**config.mk**
```make
export PLATFORM = sky130hd
export DESIGN_NAME = bsc_exec
export DESIGN_NICKNAME = d
export VERILOG_FILES = /design/src/hw/bsc_pkg.sv /design/src/hw/bsc_stack.sv /design/src/hw/bsc_exec.sv
export SDC_FILE = /design/constraint.sdc
export NUM_CORES = 1
export LEC_CHECK = 0
export BUFFER_PORTS_ARGS = -buffer_cell sky130_fd_sc_hd__buf_2
export CAP_MARGIN = 5
export CORE_ASPECT_RATIO = 0.75
export CORE_MARGIN = 10
export CORE_UTILIZATION = 59
export CTS_CLUSTER_SIZE = 12
export DETAILED_ROUTE_END_ITERATION = 10
export GPL_ROUTABILITY_DRIVEN = 0
export PLACE_DENSITY = 0.87
export SLEW_MARGIN = 20
export SYNTH_ARGS = -nofsm -noshare
export SYNTH_HDL_FRONTEND = slang
export SYNTH_SLANG_ARGS = --single-unit
```
**constraint.sdc**
```tcl
create_clock -name clk_sys -period 4.1 [get_ports clk_sys]
set_input_delay 0.205 -clock clk_sys [delete_from_list [all_inputs] [get_ports clk_sys]]
set_output_delay 0.205 -clock clk_sys [all_outputs]
set_load 0.02 [all_outputs]
```
**src/hw/bsc_pkg.sv**
```systemverilog
// Purpose: Shared constants and types for the bit-test, bit-set and call unit
// Assumes: 14-bit instruction words, 13-bit program counter, 8-bit file data
// Notes:   All field positions and opcode patterns live here
package bsc_pkg;

   // Widths
   localparam int INSTR_W = 14;
   localparam int PC_W    = 13;
   localparam int DATA_W  = 8;
   localparam int ADDR_W  = 7;
   localparam int BIT_W   = 3;
   localparam int LIT_W   = 11;
   localparam int UAL_W   = 8;

   // Hardware stack shape
   localparam int STK_DEPTH = 8;
   localparam int STK_PTR_W = 3;

   // Instruction cycle phases, one clk_sys each
   localparam logic [1:0] PH_Q1 = 2'h0;
   localparam logic [1:0] PH_Q2 = 2'h1;
   localparam logic [1:0] PH_Q3 = 2'h2;
   localparam logic [1:0] PH_Q4 = 2'h3;
   localparam logic [1:0] PH_STEP = 2'h1;

   // Bit-oriented word fields
   localparam int BO_CLASS_HI = 13;
   localparam int BO_CLASS_LO = 12;
   localparam int BO_SUB_HI   = 11;
   localparam int BO_SUB_LO   = 10;
   localparam int BO_BIT_HI   = 9;
   localparam int BO_BIT_LO   = 7;
   localparam int BO_ADDR_HI  = 6;
   localparam int BO_ADDR_LO  = 0;
   localparam logic [1:0] BO_CLASS     = 2'h1;
   localparam logic [1:0] BO_SUB_SKCLR = 2'h2;
   localparam logic [1:0] BO_SUB_SET   = 2'h1;
   localparam logic [1:0] BO_SUB_SKSET = 2'h3;

   // Call word fields
   localparam int CALL_OP_HI = 13;
   localparam int CALL_OP_LO = 11;
   localparam int CALL_K_HI  = 10;
   localparam int CALL_K_LO  = 0;
   localparam logic [2:0] CALL_OP = 3'h4;

   // Upper address latch bits copied into the program counter
   localparam int UAL_HI = 4;
   localparam int UAL_LO = 3;

   // Return address offset and reset values
   localparam logic [PC_W-1:0]   PC_INC     = 13'h0001;
   localparam logic [PC_W-1:0]   PC_RST     = 13'h0000;
   localparam logic [DATA_W-1:0] DATA_RST   = 8'h00;
   localparam logic [ADDR_W-1:0] ADDR_RST   = 7'h00;
   localparam logic [BIT_W-1:0]  BIT_RST    = 3'h0;
   localparam logic [LIT_W-1:0]  LIT_RST    = 11'h000;
   localparam logic [UAL_W-1:0]  UAL_RST    = 8'h00;
   localparam logic [STK_PTR_W-1:0] PTR_RST = 3'h0;
   localparam logic [STK_PTR_W-1:0] PTR_STEP = 3'h1;
   localparam logic [DATA_W-1:0] MASK_ONE   = 8'h01;

   // Sequencer states and decoded operations
   typedef enum logic [0:0] {bsc_st_exec, bsc_st_nop} bsc_state_e;
   typedef enum logic [2:0] {bsc_op_none, bsc_op_skclr, bsc_op_set,
                             bsc_op_skset, bsc_op_call} bsc_op_e;

endpackage

```
**src/hw/bsc_stack.sv**
```systemverilog
// Purpose: Eight-level return address stack
// Assumes: One push at a time; overflow wraps and overwrites the oldest
// Notes:   Top of stack comes out of a register
`timescale 1ns/1ps
module bsc_stack (
   // Clock and reset
   input  wire logic                        clk_sys,
   input  wire logic                        rst_n,
   // Push side
   input  wire logic                        push,
   input  wire logic [bsc_pkg::PC_W-1:0]    push_data,
   // Top entry
   output logic      [bsc_pkg::PC_W-1:0]    top
);

   logic [bsc_pkg::PC_W-1:0]      mem [bsc_pkg::STK_DEPTH];
   logic [bsc_pkg::STK_PTR_W-1:0] ptr;
   logic [bsc_pkg::STK_PTR_W-1:0] next_ptr;
   logic [bsc_pkg::PC_W-1:0]      next_top;

   // Pointer and top follow each push
   always_comb begin
      next_ptr = ptr;
      next_top = mem[bsc_pkg::STK_PTR_W'(ptr - bsc_pkg::PTR_STEP)]; // Newest stored entry
      if (push) begin
         next_ptr = bsc_pkg::STK_PTR_W'(ptr + bsc_pkg::PTR_STEP);
         next_top = push_data;
      end
   end

   // State registers
   always_ff @(posedge clk_sys or negedge rst_n) begin
      if (!rst_n) begin
         ptr <= bsc_pkg::PTR_RST;
         top <= bsc_pkg::PC_RST;
      end else begin
         ptr <= next_ptr;
         top <= next_top;
      end
   end

   // Storage array, cleared so the top read is defined after reset
   always_ff @(posedge clk_sys or negedge rst_n) begin
      if (!rst_n) begin
         for (int i = 0; i < bsc_pkg::STK_DEPTH; i++) begin
            mem[i] <= bsc_pkg::PC_RST;
         end
      end else if (push) begin
         mem[ptr] <= push_data;
      end
   end

endmodule

```
**src/hw/bsc_exec.sv**
```systemverilog
// Purpose: Executes bit-test-skip, bit-force-one and subroutine call words
// Assumes: Four clk_sys per instruction cycle (Q1..Q4); file read data
//          arrive one clk after the read strobe
// Notes:   Other opcodes pass through as one-cycle no-ops in this unit
`timescale 1ns/1ps
// What this block does
// [RL1] Skip-if-clear test: bit 0 discards next word, runs one no-op cycle.
// [RL2] Bit-force-one: read, OR in the selected bit, write back; flags untouched.
// [RL3] Skip-if-set test: bit 1 discards next word and runs a no-op instead.
// [RL4] Call pushes current program counter plus one as new stack top.
// [RL5] Call loads 11-bit literal into PC 10:0, latch bits 4:3 into 12:11.
// [RL6] Call takes two cycles; the second one is a no-op.
// [RL7] Bit words: index from bits 9:7, address from 6:0, bits 13:12 are 01.
module bsc_exec (
   // Clock and reset
   input  wire logic                           clk_sys,
   input  wire logic                           rst_n,
   // Fetched word and program counter context
   input  wire logic [bsc_pkg::INSTR_W-1:0]    instr_word,
   input  wire logic [bsc_pkg::PC_W-1:0]       pc_cur,
   input  wire logic [bsc_pkg::UAL_W-1:0]      upper_address_latch,
   // File register port
   output logic      [bsc_pkg::ADDR_W-1:0]     file_addr,
   output logic                                file_rd_en,
   input  wire logic [bsc_pkg::DATA_W-1:0]     file_rd_data,
   output logic                                file_wr_en,
   output logic      [bsc_pkg::DATA_W-1:0]     file_wr_data,
   // Program counter load
   output logic                                pc_load,
   output logic      [bsc_pkg::PC_W-1:0]       pc_value,
   // Stack and sequencing status
   output logic      [bsc_pkg::PC_W-1:0]       stack_top_entry,
   output logic                                stack_push,
   output logic                                skip_taken,
   output logic                                nop_cycle,
   output logic      [1:0]                     phase
);

   // Decode of one word into an operation
   function automatic bsc_pkg::bsc_op_e decode_op(input logic [bsc_pkg::INSTR_W-1:0] w);
      decode_op = bsc_pkg::bsc_op_none;
      if (w[bsc_pkg::CALL_OP_HI:bsc_pkg::CALL_OP_LO] == bsc_pkg::CALL_OP) begin
         decode_op = bsc_pkg::bsc_op_call;
      end else if (w[bsc_pkg::BO_CLASS_HI:bsc_pkg::BO_CLASS_LO] == bsc_pkg::BO_CLASS) begin
         unique case (w[bsc_pkg::BO_SUB_HI:bsc_pkg::BO_SUB_LO])
            bsc_pkg::BO_SUB_SKCLR: decode_op = bsc_pkg::bsc_op_skclr;
            bsc_pkg::BO_SUB_SET:   decode_op = bsc_pkg::bsc_op_set;
            bsc_pkg::BO_SUB_SKSET: decode_op = bsc_pkg::bsc_op_skset;
            default:               decode_op = bsc_pkg::bsc_op_none;
         endcase
      end
   endfunction

   // One-hot mask for a bit index
   function automatic logic [bsc_pkg::DATA_W-1:0] bit_mask(input logic [bsc_pkg::BIT_W-1:0] b);
      bit_mask = bsc_pkg::DATA_W'(bsc_pkg::MASK_ONE << b);
   endfunction

   bsc_pkg::bsc_state_e             state;
   bsc_pkg::bsc_state_e             next_state;
   bsc_pkg::bsc_op_e                op;
   bsc_pkg::bsc_op_e                next_op;
   logic [bsc_pkg::BIT_W-1:0]       bit_idx;
   logic [bsc_pkg::BIT_W-1:0]       next_bit_idx;
   logic [bsc_pkg::LIT_W-1:0]       literal;
   logic [bsc_pkg::LIT_W-1:0]       next_literal;
   logic [bsc_pkg::PC_W-1:0]        pc_ret;
   logic [bsc_pkg::PC_W-1:0]        next_pc_ret;
   logic [1:0]                      next_phase;
   logic [bsc_pkg::ADDR_W-1:0]      next_file_addr;
   logic                            next_file_rd_en;
   logic                            next_file_wr_en;
   logic [bsc_pkg::DATA_W-1:0]      next_file_wr_data;
   logic                            next_pc_load;
   logic [bsc_pkg::PC_W-1:0]        next_pc_value;
   logic                            next_stack_push;
   logic                            next_skip_taken;
   logic                            next_nop_cycle;
   logic                            bit_val;

   assign bit_val = file_rd_data[bit_idx];

   // Phase sequencing, decode and execution
   always_comb begin
      next_phase        = 2'(phase + bsc_pkg::PH_STEP);
      next_state        = state;
      next_op           = op;
      next_bit_idx      = bit_idx;
      next_literal      = literal;
      next_pc_ret       = pc_ret;
      next_file_addr    = file_addr;
      next_file_rd_en   = 1'b0;
      next_file_wr_en   = 1'b0;
      next_file_wr_data = file_wr_data;
      next_pc_load      = 1'b0;
      next_pc_value     = pc_value;
      next_stack_push   = 1'b0;
      next_skip_taken   = 1'b0;
      next_nop_cycle    = nop_cycle;
      unique case (phase)
         bsc_pkg::PH_Q1: begin
            if (state == bsc_pkg::bsc_st_nop) begin
               // Discarded word: whole cycle is a no-op
               next_op        = bsc_pkg::bsc_op_none; // RL1 RL3 RL6
               next_nop_cycle = 1'b1;
               next_state     = bsc_pkg::bsc_st_exec;
            end else begin
               next_op        = decode_op(instr_word);
               next_nop_cycle = 1'b0;
               next_bit_idx   = instr_word[bsc_pkg::BO_BIT_HI:bsc_pkg::BO_BIT_LO]; // RL7
               next_file_addr = instr_word[bsc_pkg::BO_ADDR_HI:bsc_pkg::BO_ADDR_LO]; // RL7
               next_literal   = instr_word[bsc_pkg::CALL_K_HI:bsc_pkg::CALL_K_LO];
               next_pc_ret    = bsc_pkg::PC_W'(pc_cur + bsc_pkg::PC_INC); // RL4
               next_file_rd_en = (decode_op(instr_word) != bsc_pkg::bsc_op_none) &&
                                 (decode_op(instr_word) != bsc_pkg::bsc_op_call); // RL7
            end
         end
         bsc_pkg::PH_Q2: begin
            // Read strobe is out; data arrive during Q3
         end
         bsc_pkg::PH_Q3: begin
            unique case (op)
               bsc_pkg::bsc_op_set: begin
                  next_file_wr_en   = 1'b1; // RL2
                  next_file_wr_data = file_rd_data | bit_mask(bit_idx); // RL2
               end
               bsc_pkg::bsc_op_skclr: begin
                  if (!bit_val) begin
                     next_skip_taken = 1'b1; // RL1
                     next_state      = bsc_pkg::bsc_st_nop; // RL1
                  end
               end
               bsc_pkg::bsc_op_skset: begin
                  if (bit_val) begin
                     next_skip_taken = 1'b1; // RL3
                     next_state      = bsc_pkg::bsc_st_nop; // RL3
                  end
               end
               bsc_pkg::bsc_op_call: begin
                  next_stack_push = 1'b1; // RL4
                  next_pc_load    = 1'b1; // RL5
                  next_pc_value   = {upper_address_latch[bsc_pkg::UAL_HI:bsc_pkg::UAL_LO],
                                     literal}; // RL5
                  next_state      = bsc_pkg::bsc_st_nop; // RL6
               end
               bsc_pkg::bsc_op_none: begin
               end
            endcase
         end
         bsc_pkg::PH_Q4: begin
         end
      endcase
   end

   // Registers of the sequencer and all outputs except stack_top_entry
   always_ff @(posedge clk_sys or negedge rst_n) begin
      if (!rst_n) begin
         phase        <= bsc_pkg::PH_Q1;
         state        <= bsc_pkg::bsc_st_exec;
         op           <= bsc_pkg::bsc_op_none;
         bit_idx      <= bsc_pkg::BIT_RST;
         literal      <= bsc_pkg::LIT_RST;
         pc_ret       <= bsc_pkg::PC_RST;
         file_addr    <= bsc_pkg::ADDR_RST;
         file_rd_en   <= 1'b0;
         file_wr_en   <= 1'b0;
         file_wr_data <= bsc_pkg::DATA_RST;
         pc_load      <= 1'b0;
         pc_value     <= bsc_pkg::PC_RST;
         stack_push   <= 1'b0;
         skip_taken   <= 1'b0;
         nop_cycle    <= 1'b0;
      end else begin
         phase        <= next_phase;
         state        <= next_state;
         op           <= next_op;
         bit_idx      <= next_bit_idx;
         literal      <= next_literal;
         pc_ret       <= next_pc_ret;
         file_addr    <= next_file_addr;
         file_rd_en   <= next_file_rd_en;
         file_wr_en   <= next_file_wr_en;
         file_wr_data <= next_file_wr_data;
         pc_load      <= next_pc_load;
         pc_value     <= next_pc_value;
         stack_push   <= next_stack_push;
         skip_taken   <= next_skip_taken;
         nop_cycle    <= next_nop_cycle;
      end
   end

   // Return address stack
   bsc_stack u_stack (
      .clk_sys   (clk_sys),
      .rst_n     (rst_n),
      .push      (stack_push),
      .push_data (pc_ret),
      .top       (stack_top_entry)
   );
endmodule

```
=== Yosys cells after proc, flatten, opt, wreduce, memory -nomap -nowiden ===
Index checks and enable logic that the tools add are counted.

* $add $sub $neg: 4
* $mul: 0
* Div/mod/pow operators: 0
* Magnitude comparators: 4
* Equal/unequal tests: 14
* Shifts and indexed selects: 1
* Muxes and demuxes: 30
* Bitwise logic cells: 4
* Reduce and logical (&&, ||, !) cells: 9

{| class="wikitable"
|+ Operators with widths
! cell !! count
|-
| 104-bit bitwise mux || 1
|-
| 13-bit two-way mux || 4
|-
| 13-bit binary-select mux with 3-bit select || 1
|-
| 13-bit demux with 3-bit select || 1
|-
| 3-bit two-way mux || 5
|-
| 13-bit by 1-bit adder with 13-bit output, second input constant || 1
|-
| 1-bit two-way mux || 13
|-
| 3-bit inequality test, second input constant || 3
|-
| 4-bit >= comparator, second input constant || 2
|-
| 3-bit NOT with 4-bit output || 2
|-
| 8-bit OR || 1
|-
| 1-bit by 3-bit << shifter with 8-bit output, first input constant || 1
|-
| 2-bit equality test, second input constant || 3
|-
| 3-bit by 2-bit equality test with 1-bit output, second input constant || 2
|-
| 3-bit equality test, second input constant || 2
|-
| 2-bit case mux with 3 select lines || 1
|-
| 2-bit AND reduction || 3
|-
| 2-bit by 1-bit equality test with 1-bit output, second input constant || 2
|-
| 3-bit by 4-bit less-than comparator with 1-bit output, second input constant || 1
|-
| 4-bit by 1-bit less-than comparator with 1-bit output, second input constant || 1
|-
| 4-bit by 2-bit inequality test with 1-bit output, second input constant || 1
|-
| 1-bit case mux with 2 select lines || 2
|-
| 4-bit AND reduction || 1
|-
| 3-bit by 1-bit adder with 3-bit output, second input constant || 1
|-
| 10 further kinds || 11
|}

* Register bits after elaboration: 186
* Latch bits: 0
* Bits in writable memories: 0
* Bits in read-only memories: 0
* Bits of input ports: 45
* Memories: 0

=== Depth between registers and ports, before layout ===
Gate-level depths: netlist (run 1).

* Word-level depth: 10
* Depth in mapped cells: 8
* Depth with buffers taken out: 6

=== Cells and area by module ===
Synthesis (run 1) repeated with hierarchy kept, for this count alone.

* Cell total of the unflattened synthesis: 590
* Area, all modules: 7830.0 µm²

{| class="wikitable"
|+ Modules (own cells, without submodules)
! module !! times used !! cells each !! area an instance (µm²)
|-
| bsc_stack || 1 || 378 || 5345.1
|-
| bsc_exec || 1 || 212 || 2484.9
|}

=== Least setup slack after synthesis (run 1) ===
Ideal clock, no wire load.

* Path kind: flip-flop to flip-flop
* Start: register u_stack.ptr[0] (netlist name)
* End: register u_stack.top[3] (netlist name)
* Data arrival time: 1.816 ns
* Slack: 2.149 ns
* Stages on the path, launching flop included: 9
* Cell sequence: dfrtp_1 -> buf_4 -> inv_1 -> ha_1 -> buf_2 -> buf_1 -> mux4_2 -> mux2i_1 -> o21ai_0

* Longest elaborated chain between the ends: 6

{| class="wikitable"
|+ Ends and longest elaborated chain
! element !! line !! RTL
|-
| from (decl) || bsc_stack.sv:17 || <nowiki>logic [bsc_pkg::STK_PTR_W-1:0] ptr;</nowiki>
|-
| from (signal assigned) || bsc_stack.sv:34 || <nowiki>ptr <= bsc_pkg::PTR_RST;</nowiki>
|-
| from (signal assigned) || bsc_stack.sv:37 || <nowiki>ptr <= next_ptr;</nowiki>
|-
| 3-bit by 1-bit subtractor with 3-bit output || bsc_stack.sv:24 || <nowiki>next_top = mem[bsc_pkg::STK_PTR_W'(ptr - bsc_pkg::PTR_STEP)];</nowiki>
|-
| 3-bit NOT with 4-bit output (implied by the code) || bsc_stack.sv:24 ||
|-
| 13-bit binary-select mux with 3-bit select || bsc_stack.sv:24 ||
|-
| 13-bit two-way mux (implied by the code) (2 in a row) || bsc_stack.sv:24 ||
|-
| 13-bit two-way mux || bsc_stack.sv:25 || <nowiki>if (push) begin</nowiki>
|-
| via u_stack.next_top (one bit) || bsc_stack.sv:19 || <nowiki>logic [bsc_pkg::PC_W-1:0] next_top;</nowiki>
|-
| to (signal assigned) || bsc_stack.sv:35 || <nowiki>top <= bsc_pkg::PC_RST;</nowiki>
|-
| to (signal assigned) || bsc_stack.sv:38 || <nowiki>top <= next_top;</nowiki>
|-
| to (decl) || bsc_stack.sv:13 || <nowiki>output logic [bsc_pkg::PC_W-1:0] top</nowiki>
|}

The timed path passes the listed nets, and every way through them passes these cells. The select of a mux whose other input is x is not followed.
A chain may end at the register's enable or synchronous reset.

=== Worst setup path in the final report (run 1) ===
* Start: register u_stack.ptr[1] (netlist name)
* End: register u_stack.top[1] (netlist name)

Same word-level chain as after synthesis.

==> results of run 1 <==
flip-flops by register name (all words and copies together) (netlist names), 6 cells and up:
name and cells:
file_addr 6, u_stack.top 13, u_stack.mem 104, pc_ret 13, pc_value 13, file_wr_data 8
power groups by stage:
stage,logic (mW),clock network [mW],registers [mW]
2_1_floorplan,0.583,0,2.08
3_3_place_gp,0.873,0,2.03
5_1_grt,0.973,1.70,2.04
3_5_place_dp,0.909,0,2.05
6_report,0.899,1.58,2.02
4_1_cts,0.915,1.61,2.02
worst reg2reg max path, stage by stage (launching register included):
cell and delay, ns:
dfrtp_1 0.50, inv_2 0.10, ha_1 0.52, buf_4 0.41, mux4_2 0.36, mux2i_1 0.13, o21ai_0 0.14
layer usage:
layer	track usage, %	part of all wire (%)
met1	23.0	41
met5	0	0
met2	32.8	53
met3	5.35	5.3
met4	4.76	1.2
synth_stat cells:
master / count / area [sq um]
a211o_1: 1 / 8.76
a21oi_1: 13 / 65.1
a21oi_2: 1 / 8.76
a31oi_1: 4 / 25.0
and2_1: 1 / 6.26
and3_1: 2 / 12.5
and4_1: 1 / 8.76
buf_1: 10 / 37.5
buf_2: 8 / 40.0
buf_4: 18 / 135
buf_6: 6 / 67.6
clkbuf_1: 13 / 48.8
dfrtp_1: 176 / 4400
ha_1: 5 / 62.6
inv_1: 11 / 41.3
inv_2: 1 / 3.75
mux2_2: 131 / 1480
mux2i_1: 15 / 150
mux4_1: 1 / 26.3
mux4_2: 26 / 586
nand2_1: 32 / 120
nand2b_1: 3 / 18.8
nand3_1: 6 / 30.0
nand4_1: 4 / 25.0
nor2_1: 16 / 60.1
nor3_1: 8 / 40.0
nor3b_1: 1 / 7.51
nor4b_1: 1 / 8.76
nor4b_2: 2 / 30.0
o21ai_0: 28 / 140
or3_1: 3 / 18.8
xnor2_1: 7 / 61.3
xor2_1: 8 / 70.1
through the flow:
step / instances / setup WS [ns] / power, mW / utilization, %
5_1_grt: 818 / 1.63 / 4.71 / 68.7
3_3_place_gp: 780 / 1.93 / 2.90 / 63.8
3_5_place_dp: 780 / 1.80 / 2.96 / 63.8
4_1_cts: 816 / 1.79 / 4.54 / 68.6
6_report: 818 / 1.78 / 4.50 / 68.7
2_1_floorplan: 563 / 2.15 / 2.67 / -
cell families (layout without fill, tap and decap cells):
family	Yosys count	in the layout	share of synthesized area, %
flip-flops	176	176	56.1
AND/OR/NAND/NOR	80	80	4.93
buffers and inverters	67	151	4.77
XOR/XNOR	15	15	1.67
adder cells (fa/ha/maj)	5	5	0.798
AO/OA/AOI/OAI	47	47	3.16
multiplexers	173	173	28.5
area by class of cell:
type | count | area (sq um)
clock buffers | 19 | 443
clock inverters | 13 | 138
multi-input cells | 320 | 3090
well taps | 171 | 214
repair buffers | 107 | 607
flip-flops and latches | 176 | 4410
fillers | 840 | 4070
inverters | 12 | 45.0
repair_timing:
item,4_1_cts,5_1_grt
hold buffers,4,2
endpoints found under the setup margin,0,0
setup buffers,0,0
hold endpoints to repair,87,2
worst max path at each step:
stage                     cells after the start                        from  slack [ns]                          end
after detailed placement                      6  u_stack.ptr[1]$_DFFE_PN0P_        1.80    u_stack.top[12]$_DFF_PN0_
final                                         6  u_stack.ptr[1]$_DFFE_PN0P_        1.78     u_stack.top[1]$_DFF_PN0_
after floorplan                               8  u_stack.ptr[0]$_DFFE_PN0P_        2.15     u_stack.top[3]$_DFF_PN0_
after global routing                          6  u_stack.ptr[1]$_DFFE_PN0P_        1.63    u_stack.top[12]$_DFF_PN0_
after global placement                        4  u_stack.ptr[0]$_DFFE_PN0P_        1.93  u_stack.mem[98]$_DFFE_PN0P_
after CTS                                     6  u_stack.ptr[1]$_DFFE_PN0P_        1.79     u_stack.top[1]$_DFF_PN0_
==> flow_summary.yaml, run 1 <==
critical_path:
  crit_fanout: 20
  worst-path-buf-inv: 2
  r2r-start: "u_stack.ptr[1]$_DFFE_PN0P_"
  cp-start-kind: "flip-flop"
  path_class: "reg2reg"
  cp_cell_sequence: "inv_2 > ha_1 > buf_4 > mux4_2 > mux2i_1 > o21ai_0"
  crit_family: "adder cells"
  critical_path.endpoint_type: "flip-flop"
  cp_slowest_cell: "ha_1"
  max_stage_delay_ns: 0.52
  rrSetupSlack_ns: 1.78
  cp.arrival_ns: 2.58
  cp.required_ns: 4.36
  r2r-end: "u_stack.top[1]$_DFF_PN0_"
  reg2regPathDepth: 6
cts:
  clock_tree.buffer_depth: 2
  clk_pin_slew_ns: 0.07
  cts_tree: "built"
  clock-sinks: 176
  htree_levels: 4
  root_buffer: "clkbuf_16"
  insertion_delay_ns: 0.42
  cts_resized: 0
  numCtsBuffers: 17
sta:
  hold_viol: 0
  rsz0062_at_grt: "false"
  tns_ns: 0
  worst_pin_slew_ns: 0.807
  finClkSkew_ns: 0.00947
  slew-limit-headroom_pct: 46.2
  whs_ns: 0.0119
  period_share_pct: 56.6
  finalSetupViolCount: 0
  period_minus_slack_ns: 2.32
  fmax_mhz: 431
  slew_viol_final: 0
global_routing:
  grt_pass1_wl_microns: 27800
  grt_pass1_vias: 5151
  antenna_found_initial: 0
  grt.total_usage_pct: 19.0
  grt_max_degree: 88
  overflow: 0
job:
  cap_violations: 0
floorplanning:
  die_area_sq_um: 18400
  die_h_microns: 120
  core_sq_um: 13000
  fp-row-count: 36
  start_util_pct: 60.3
  ioPinCount: 94
  die_x_microns: 153
power_and_ir_drop:
  p_sw_share_pct: 28.8
  seq_power_share_pct: 44.9
  p_per_area_nw_per_um2: 503
  vdd_drop_max_uv: 381
  p_clk_share_pct: 35.1
  power.internal_mw: 3.21
  combPwrFrac_pct: 20.0
  p_switching_mw: 1.30
  p_leak_nw: 4.35
synth:
  synth.distinct_cells: 33
  syn_inst: 563
  ys_seq_area_share_pct: 56.1
  avgSynthCellArea_sq_um: 13.9
  synth_area_sq_um: 7840
  syn_nets: 613
  synth-seq-cells: 176
  ys_warn_count: 0
route:
  ant_nets: 0
  num_vias: 4767
  route.detailed.drc: 0
  wl_microns: 17000
  dr.pass1.iters: 5
  avgRoutedWirePerCell_microns: 20.7
  routed_via_density: 5.83
  first_iter_violations: 401
placed_design:
  hpwlAfterDp_microns: 11300
  place_area_sq_um: 8300
  io_buffers: 87
outcome:
  status: "completed"
layout:
  final_cell_mix: "dfrtp_1, mux2_2, buf_2, nand2_1, o21ai_0"
  final_common_cell: "dfrtp_1"
  drive_gt1_share_pct: 46.2
  syn2layout_area_growth_pct: 14.0
  n_antenna_cell: 0
  final_nets: 684
  finalInstanceArea_sq_um: 8940
worst_hold_path:
  hold_end: "literal[6]$_DFFE_PN0P_"
  min_from: "instr_word[6]"
  hold_depth: 2
  min_path_type: "in2reg"
Note: power is estimated with default switching activity, not from simulation.
==> run 2, diff against run 1 <==
Settings changed: CORE_UTILIZATION 59 to 58, PLACE_DENSITY 0.87 to 0.86.
Clock period 4.1 ns to 2.4 ns, I/O delays scaled along.
==> run 2 against run 1 <==
  * Die area is 1.5% higher
  * Sequential share of layout area is 1.7 points lower
  * Critical endpoint is now u_stack.top[10]$_DFF_PN0_
  * Hold slack better by 0.018 ns
  * Global-route usage is 0.74 points higher
  * Flip-flop and latch count stayed put
  * Largest cell class unchanged
  * Final area is 3.6% higher
  * Non-clock buffer count is 31 higher
  * Utilization is 2.0 points higher
  * Total power is 75% higher
  * Routed wire length is 4.1% higher
  * Clock power is 77% higher
  * Maximum frequency is 12% higher
==> flow_summary.yaml, run 2 (same netlist as run 1, synthesis figures left out) <==
critical_path:
  reg2regPathDepth: 6
  crit_fanout: 11
  cp_cell_sequence: "inv_2 > ha_1 > buf_4 > mux4_2 > mux2i_1 > o21ai_0"
  cp.depth: 6
  cp.arrival_ns: 2.37
  cp_slowest_cell: "ha_1"
  cp-start-kind: "flip-flop"
  worst-path-buf-inv: 2
  path_class: "reg2reg"
  critical_path.endpoint_type: "flip-flop"
  cp.required_ns: 2.70
  max_stage_delay_ns: 0.51
  crit_family: "adder cells"
sta:
  finalSetupViolCount: 0
  finClkSkew_ns: 0.00759
  fmax_mhz: 482
  period_minus_slack_ns: 2.07
  slew_viol_final: 0
  hold_viol: 0
  period_share_pct: 86.4
  slew-limit-headroom_pct: 48.3
  worst_slack_ns: 0.327
  rsz0062_at_grt: "false"
  tns_ns: 0
  worst_pin_slew_ns: 0.775
floorplanning:
  start_util_pct: 59.8
  core_sq_um: 13100
  die_h_microns: 121
  die_x_microns: 154
  fp-row-count: 36
  die_area_sq_um: 18600
  ioPinCount: 94
cts:
  htree_levels: 4
  cts_resized: 0
  insertion_delay_ns: 0.43
  cts_tree: "built"
  cts_setup_buffers: 0
  clock-sinks: 176
  numCtsBuffers: 17
  clk_pin_slew_ns: 0.06
  root_buffer: "clkbuf_16"
  clock_tree.buffer_depth: 2
route:
  route.detailed.drc: 0
  ant_nets: 0
  first_iter_violations: 382
  avgRoutedWirePerCell_microns: 20.9
  wl_microns: 17700
  dr.pass1.iters: 5
  routed_via_density: 5.74
  num_vias: 4863
layout:
  drive_gt1_share_pct: 44.8
  largest_reg_flops: 104
  n_fill_cell: 833
  n_antenna_cell: 0
  syn2layout_area_growth_pct: 18.1
  final_nets: 715
  final_common_cell: "dfrtp_1"
  regMostFlops: "u_stack.mem"
  final_cell_mix: "dfrtp_1, mux2_2, buf_2, nand2_1, o21ai_0"
  fin_util_pct: 70.7
  finalInstanceArea_sq_um: 9260
global_routing:
  grt_max_degree: 70
  grt.total_usage_pct: 19.7
  overflow: 0
  antenna_found_initial: 0
  grt_pass1_wl_microns: 28900
  grt_pass1_vias: 5312
placed_design:
  hpwlAfterDp_microns: 11500
  io_buffers: 87
  pre_cts_ws_ns: 0.388
  place_area_sq_um: 8410
power_and_ir_drop:
  vdd_drop_max_uv: 556
  p_leak_nw: 4.51
  p_per_area_nw_per_um2: 850
worst_hold_path:
  min_path_type: "in2reg"
  hold_depth: 3
job:
  cap_violations: 0
outcome:
  status: "completed"
[run 2: cell type report]
class                      instances  area (sq um)  share of cell area [%]
clock inverter                    10           136                    1.47
multi-input combinational        320          3070                    33.1
clock buffer                      20           457                    4.93
timing repair buffer             138           940                    10.1
sequential                       176          4410                    47.6
inverter                          12          45.0                   0.486
tap                              171           214                    2.31
[run 2: stage by stage]
step / total power, mW / cells / hold slack, ns
finish: 7.88 / 847 / 0.0299
CTS: 7.91 / 847 / 0.00119
global placement: 5.02 / 791 / 0.143
detailed placement: 5.09 / 791 / 0.162
floorplan: 4.55 / 563 / -0.176
global route: 8.21 / 847 / 0.0188
[run 2: report_power, final]
part / leakage, nW / internal, mW / switching [mW]
clock: 0.284 / 1.68 / 1.12
sequential: 2.32 / 3.25 / 0.217
combinational: 1.91 / 0.749 / 0.861
[run 2: path summary, 6_finish.rpt]
check / start / slack (ns) / to
worst max register to register: u_stack.ptr[1]$_DFFE_PN0P_ / 0.33 / u_stack.top[10]$_DFF_PN0_
max in group asynchronous: rst_n / 1.41 / u_stack.ptr[0]$_DFFE_PN0P_
worst min register to register: phase[0]$_DFF_PN0_ / 0.46 / phase[0]$_DFF_PN0_
worst max-delay path: u_stack.ptr[1]$_DFFE_PN0P_ / 0.33 / u_stack.top[10]$_DFF_PN0_
worst min-delay path: pc_cur[2] / 0.03 / pc_ret[2]$_DFFE_PN0P_
min in group asynchronous: rst_n / 0.26 / pc_value[0]$_DFFE_PN0P_
[run 2: worst min-delay path, delay by kind of cell]
kind	cells	cell delay, ns
AO/OA/AOI/OAI	1	0.07
XOR/XNOR	1	0.12
buffers and inverters	1	0.10
[run 2: metal layers]
metal	global-route usage (%)	vias up	wire, microns
met5	0	-	0
met4	7.60	0	389
met3	5.17	30	821
met2	32.9	145	9050
met1	24.2	2503	7400
li1	-	2185	-
[run 2: timing repair]
| action | CTS | global route |
|---|---|---|
| hold buffers | 26 | 0 |
| endpoints found under the setup margin | 0 | 0 |
| endpoints found under the hold margin | 91 | 0 |
==> run 3, diff against run 2 <==
Settings changed: CORE_UTILIZATION 58 to 37, PLACE_DENSITY 0.86 to 0.61.
==> run 3 against run 2 <==
  * Register-to-register slack gained 0.02 ns
  * Final cell count grew 14%
  * First-iteration DRC count down 43%
  * Hold slack got worse by 0.0013 ns
  * Routed wire length decreased by 0.84%
  * Clock skew is 0.0059 ns higher
  * Setup slack better by 0.022 ns
  * Die area grew 48%
  * Maximum frequency is 1.1% higher
  * Sequential power is essentially flat
  * Largest cell class unchanged
  * Count of clock-buffer cells in the layout is 2 lower
==> flow_summary.yaml, run 3 (same netlist as run 1, synthesis figures left out) <==
critical_path:
  cp-start-kind: "flip-flop"
  cp_slowest_cell: "dfrtp_1"
  critical_path.endpoint_type: "flip-flop"
  reg2regPathDepth: 6
  max_stage_delay_ns: 0.53
  rrSetupSlack_ns: 0.35
  cp_cell_sequence: "inv_2 > ha_1 > buf_4 > mux4_2 > mux2i_1 > o21ai_0"
  cp.required_ns: 2.67
  cp-endpoint: "u_stack.top[12]$_DFF_PN0_"
  r2r-start: "u_stack.ptr[1]$_DFFE_PN0P_"
  r2r-end: "u_stack.top[12]$_DFF_PN0_"
  crit_start: "u_stack.ptr[1]$_DFFE_PN0P_"
  path_class: "reg2reg"
  cp.arrival_ns: 2.32
  crit_fanout: 19
sta:
  hold_viol: 0
  slew_viol_final: 0
  tns_ns: 0
  period_share_pct: 85.5
  finalSetupViolCount: 0
  slew-limit-headroom_pct: 41.6
  period_minus_slack_ns: 2.05
  fmax_mhz: 487
  rsz0062_at_grt: "false"
  worst_pin_slew_ns: 0.876
  finClkSkew_ns: 0.0134
route:
  avgRoutedWirePerCell_microns: 18.1
  first_iter_violations: 218
  num_vias: 4796
  dr.pass1.iters: 4
  wl_microns: 17500
  routed_via_density: 4.95
  ant_nets: 0
  route.detailed.drc: 0
layout:
  n_fill_cell: 1901
  final_nets: 718
  final_common_cell: "dfrtp_1"
  finalInstanceArea_sq_um: 9440
  n_antenna_cell: 0
  regMostFlops: "u_stack.mem"
  final_cell_mix: "dfrtp_1, mux2_2, buf_2, nand2_1, o21ai_0"
  drive_gt1_share_pct: 46.1
  syn2layout_area_growth_pct: 20.4
  largest_reg_flops: 104
placed_design:
  hpwlAfterDp_microns: 12000
  place_area_sq_um: 8570
  io_buffers: 87
power_and_ir_drop:
  vdd_drop_max_uv: 429
  power_mw: 7.83
  p_per_area_nw_per_um2: 829
  p_leak_nw: 4.53
job:
  cap_violations: 0
cts:
  cts_setup_buffers: 0
  cts_tree: "built"
  clock_tree.buffer_depth: 2
  clock-sinks: 176
  insertion_delay_ns: 0.42
  htree_levels: 4
  numCtsBuffers: 17
  clk_pin_slew_ns: 0.07
  root_buffer: "clkbuf_16"
worst_hold_path:
  min_path_type: "in2reg"
floorplanning:
  start_util_pct: 37.3
  fp-row-count: 46
  die_h_microns: 146
  ioPinCount: 94
  die_x_microns: 188
  die_area_sq_um: 27500
  core_sq_um: 21000
global_routing:
  grt.total_usage_pct: 13.3
  antenna_found_initial: 0
  grt_pass1_vias: 5322
  overflow: 0
  grt_pass1_wl_microns: 29100
  grt_max_degree: 80
outcome:
  status: "completed"
[run 3: power by group]
part / switching (mW) / internal (mW) / leakage (nW)
Clock: 1.27 / 1.52 / 0.295
Sequential: 0.195 / 3.25 / 2.32
Combinational: 0.882 / 0.721 / 1.91
Total: 2.34 / 5.49 / 4.53
[run 3: layout make-up]
class                      count  area, sq um  share of cell area [%]
inverter                      12         45.0                   0.477
multi-input combinational    320         3090                    32.8
clock inverter                14          173                    1.83
timing repair buffer         141          925                    9.79
tap                          288          360                    3.82
sequential                   176         4410                    46.7
clock buffer                  18          439                    4.65
[run 3: how the worst min path moves through the flow]
stage | start | endpoint | cells after the start
after global routing | pc_cur[6] | pc_ret[6]$_DFFE_PN0P_ | 3
after floorplan | rst_n | bit_idx[0]$_DFFE_PN0P_ | 0
after CTS | pc_cur[10] | pc_ret[10]$_DFFE_PN0P_ | 3
final | pc_cur[10] | pc_ret[10]$_DFFE_PN0P_ | 3
after global placement | rst_n | u_stack.mem[52]$_DFFE_PN0P_ | 1
after detailed placement | rst_n | u_stack.top[12]$_DFF_PN0_ | 1
[run 3: critical path: cells and delay by family (launching register included)]
kind                       cells  cell delay [ns]
AOI/OAI and AO/OA              1             0.14
adders and majority gates      1             0.31
buffers and inverters          2             0.42
DFF                            1             0.53
muxes                          2             0.49
[run 3: what timing repair did]
item,CTS,global route
resized for setup,0,0
hold buffers,26,0
hold endpoints to repair,98,0
[run 3: through the flow]
step	hold slack (ns)	instances	setup slack, ns	util (%)
global route	0.0287	969	0.192	44.9
finish	0.0285	969	0.348	44.9
detailed placement	0.216	911	0.374	40.8
global placement	0.211	911	0.415	40.8
CTS	0.00793	969	0.364	44.9
floorplan	-0.176	563	0.449	-
[run 3: metal layers]
layer	up-vias	track usage, %	wire length [microns]
met3	15	3.26	478
met2	63	22.1	8790
met1	2525	16.6	8030
met4	0	4.11	218
met5	-	0	0
li1	2193	-	-
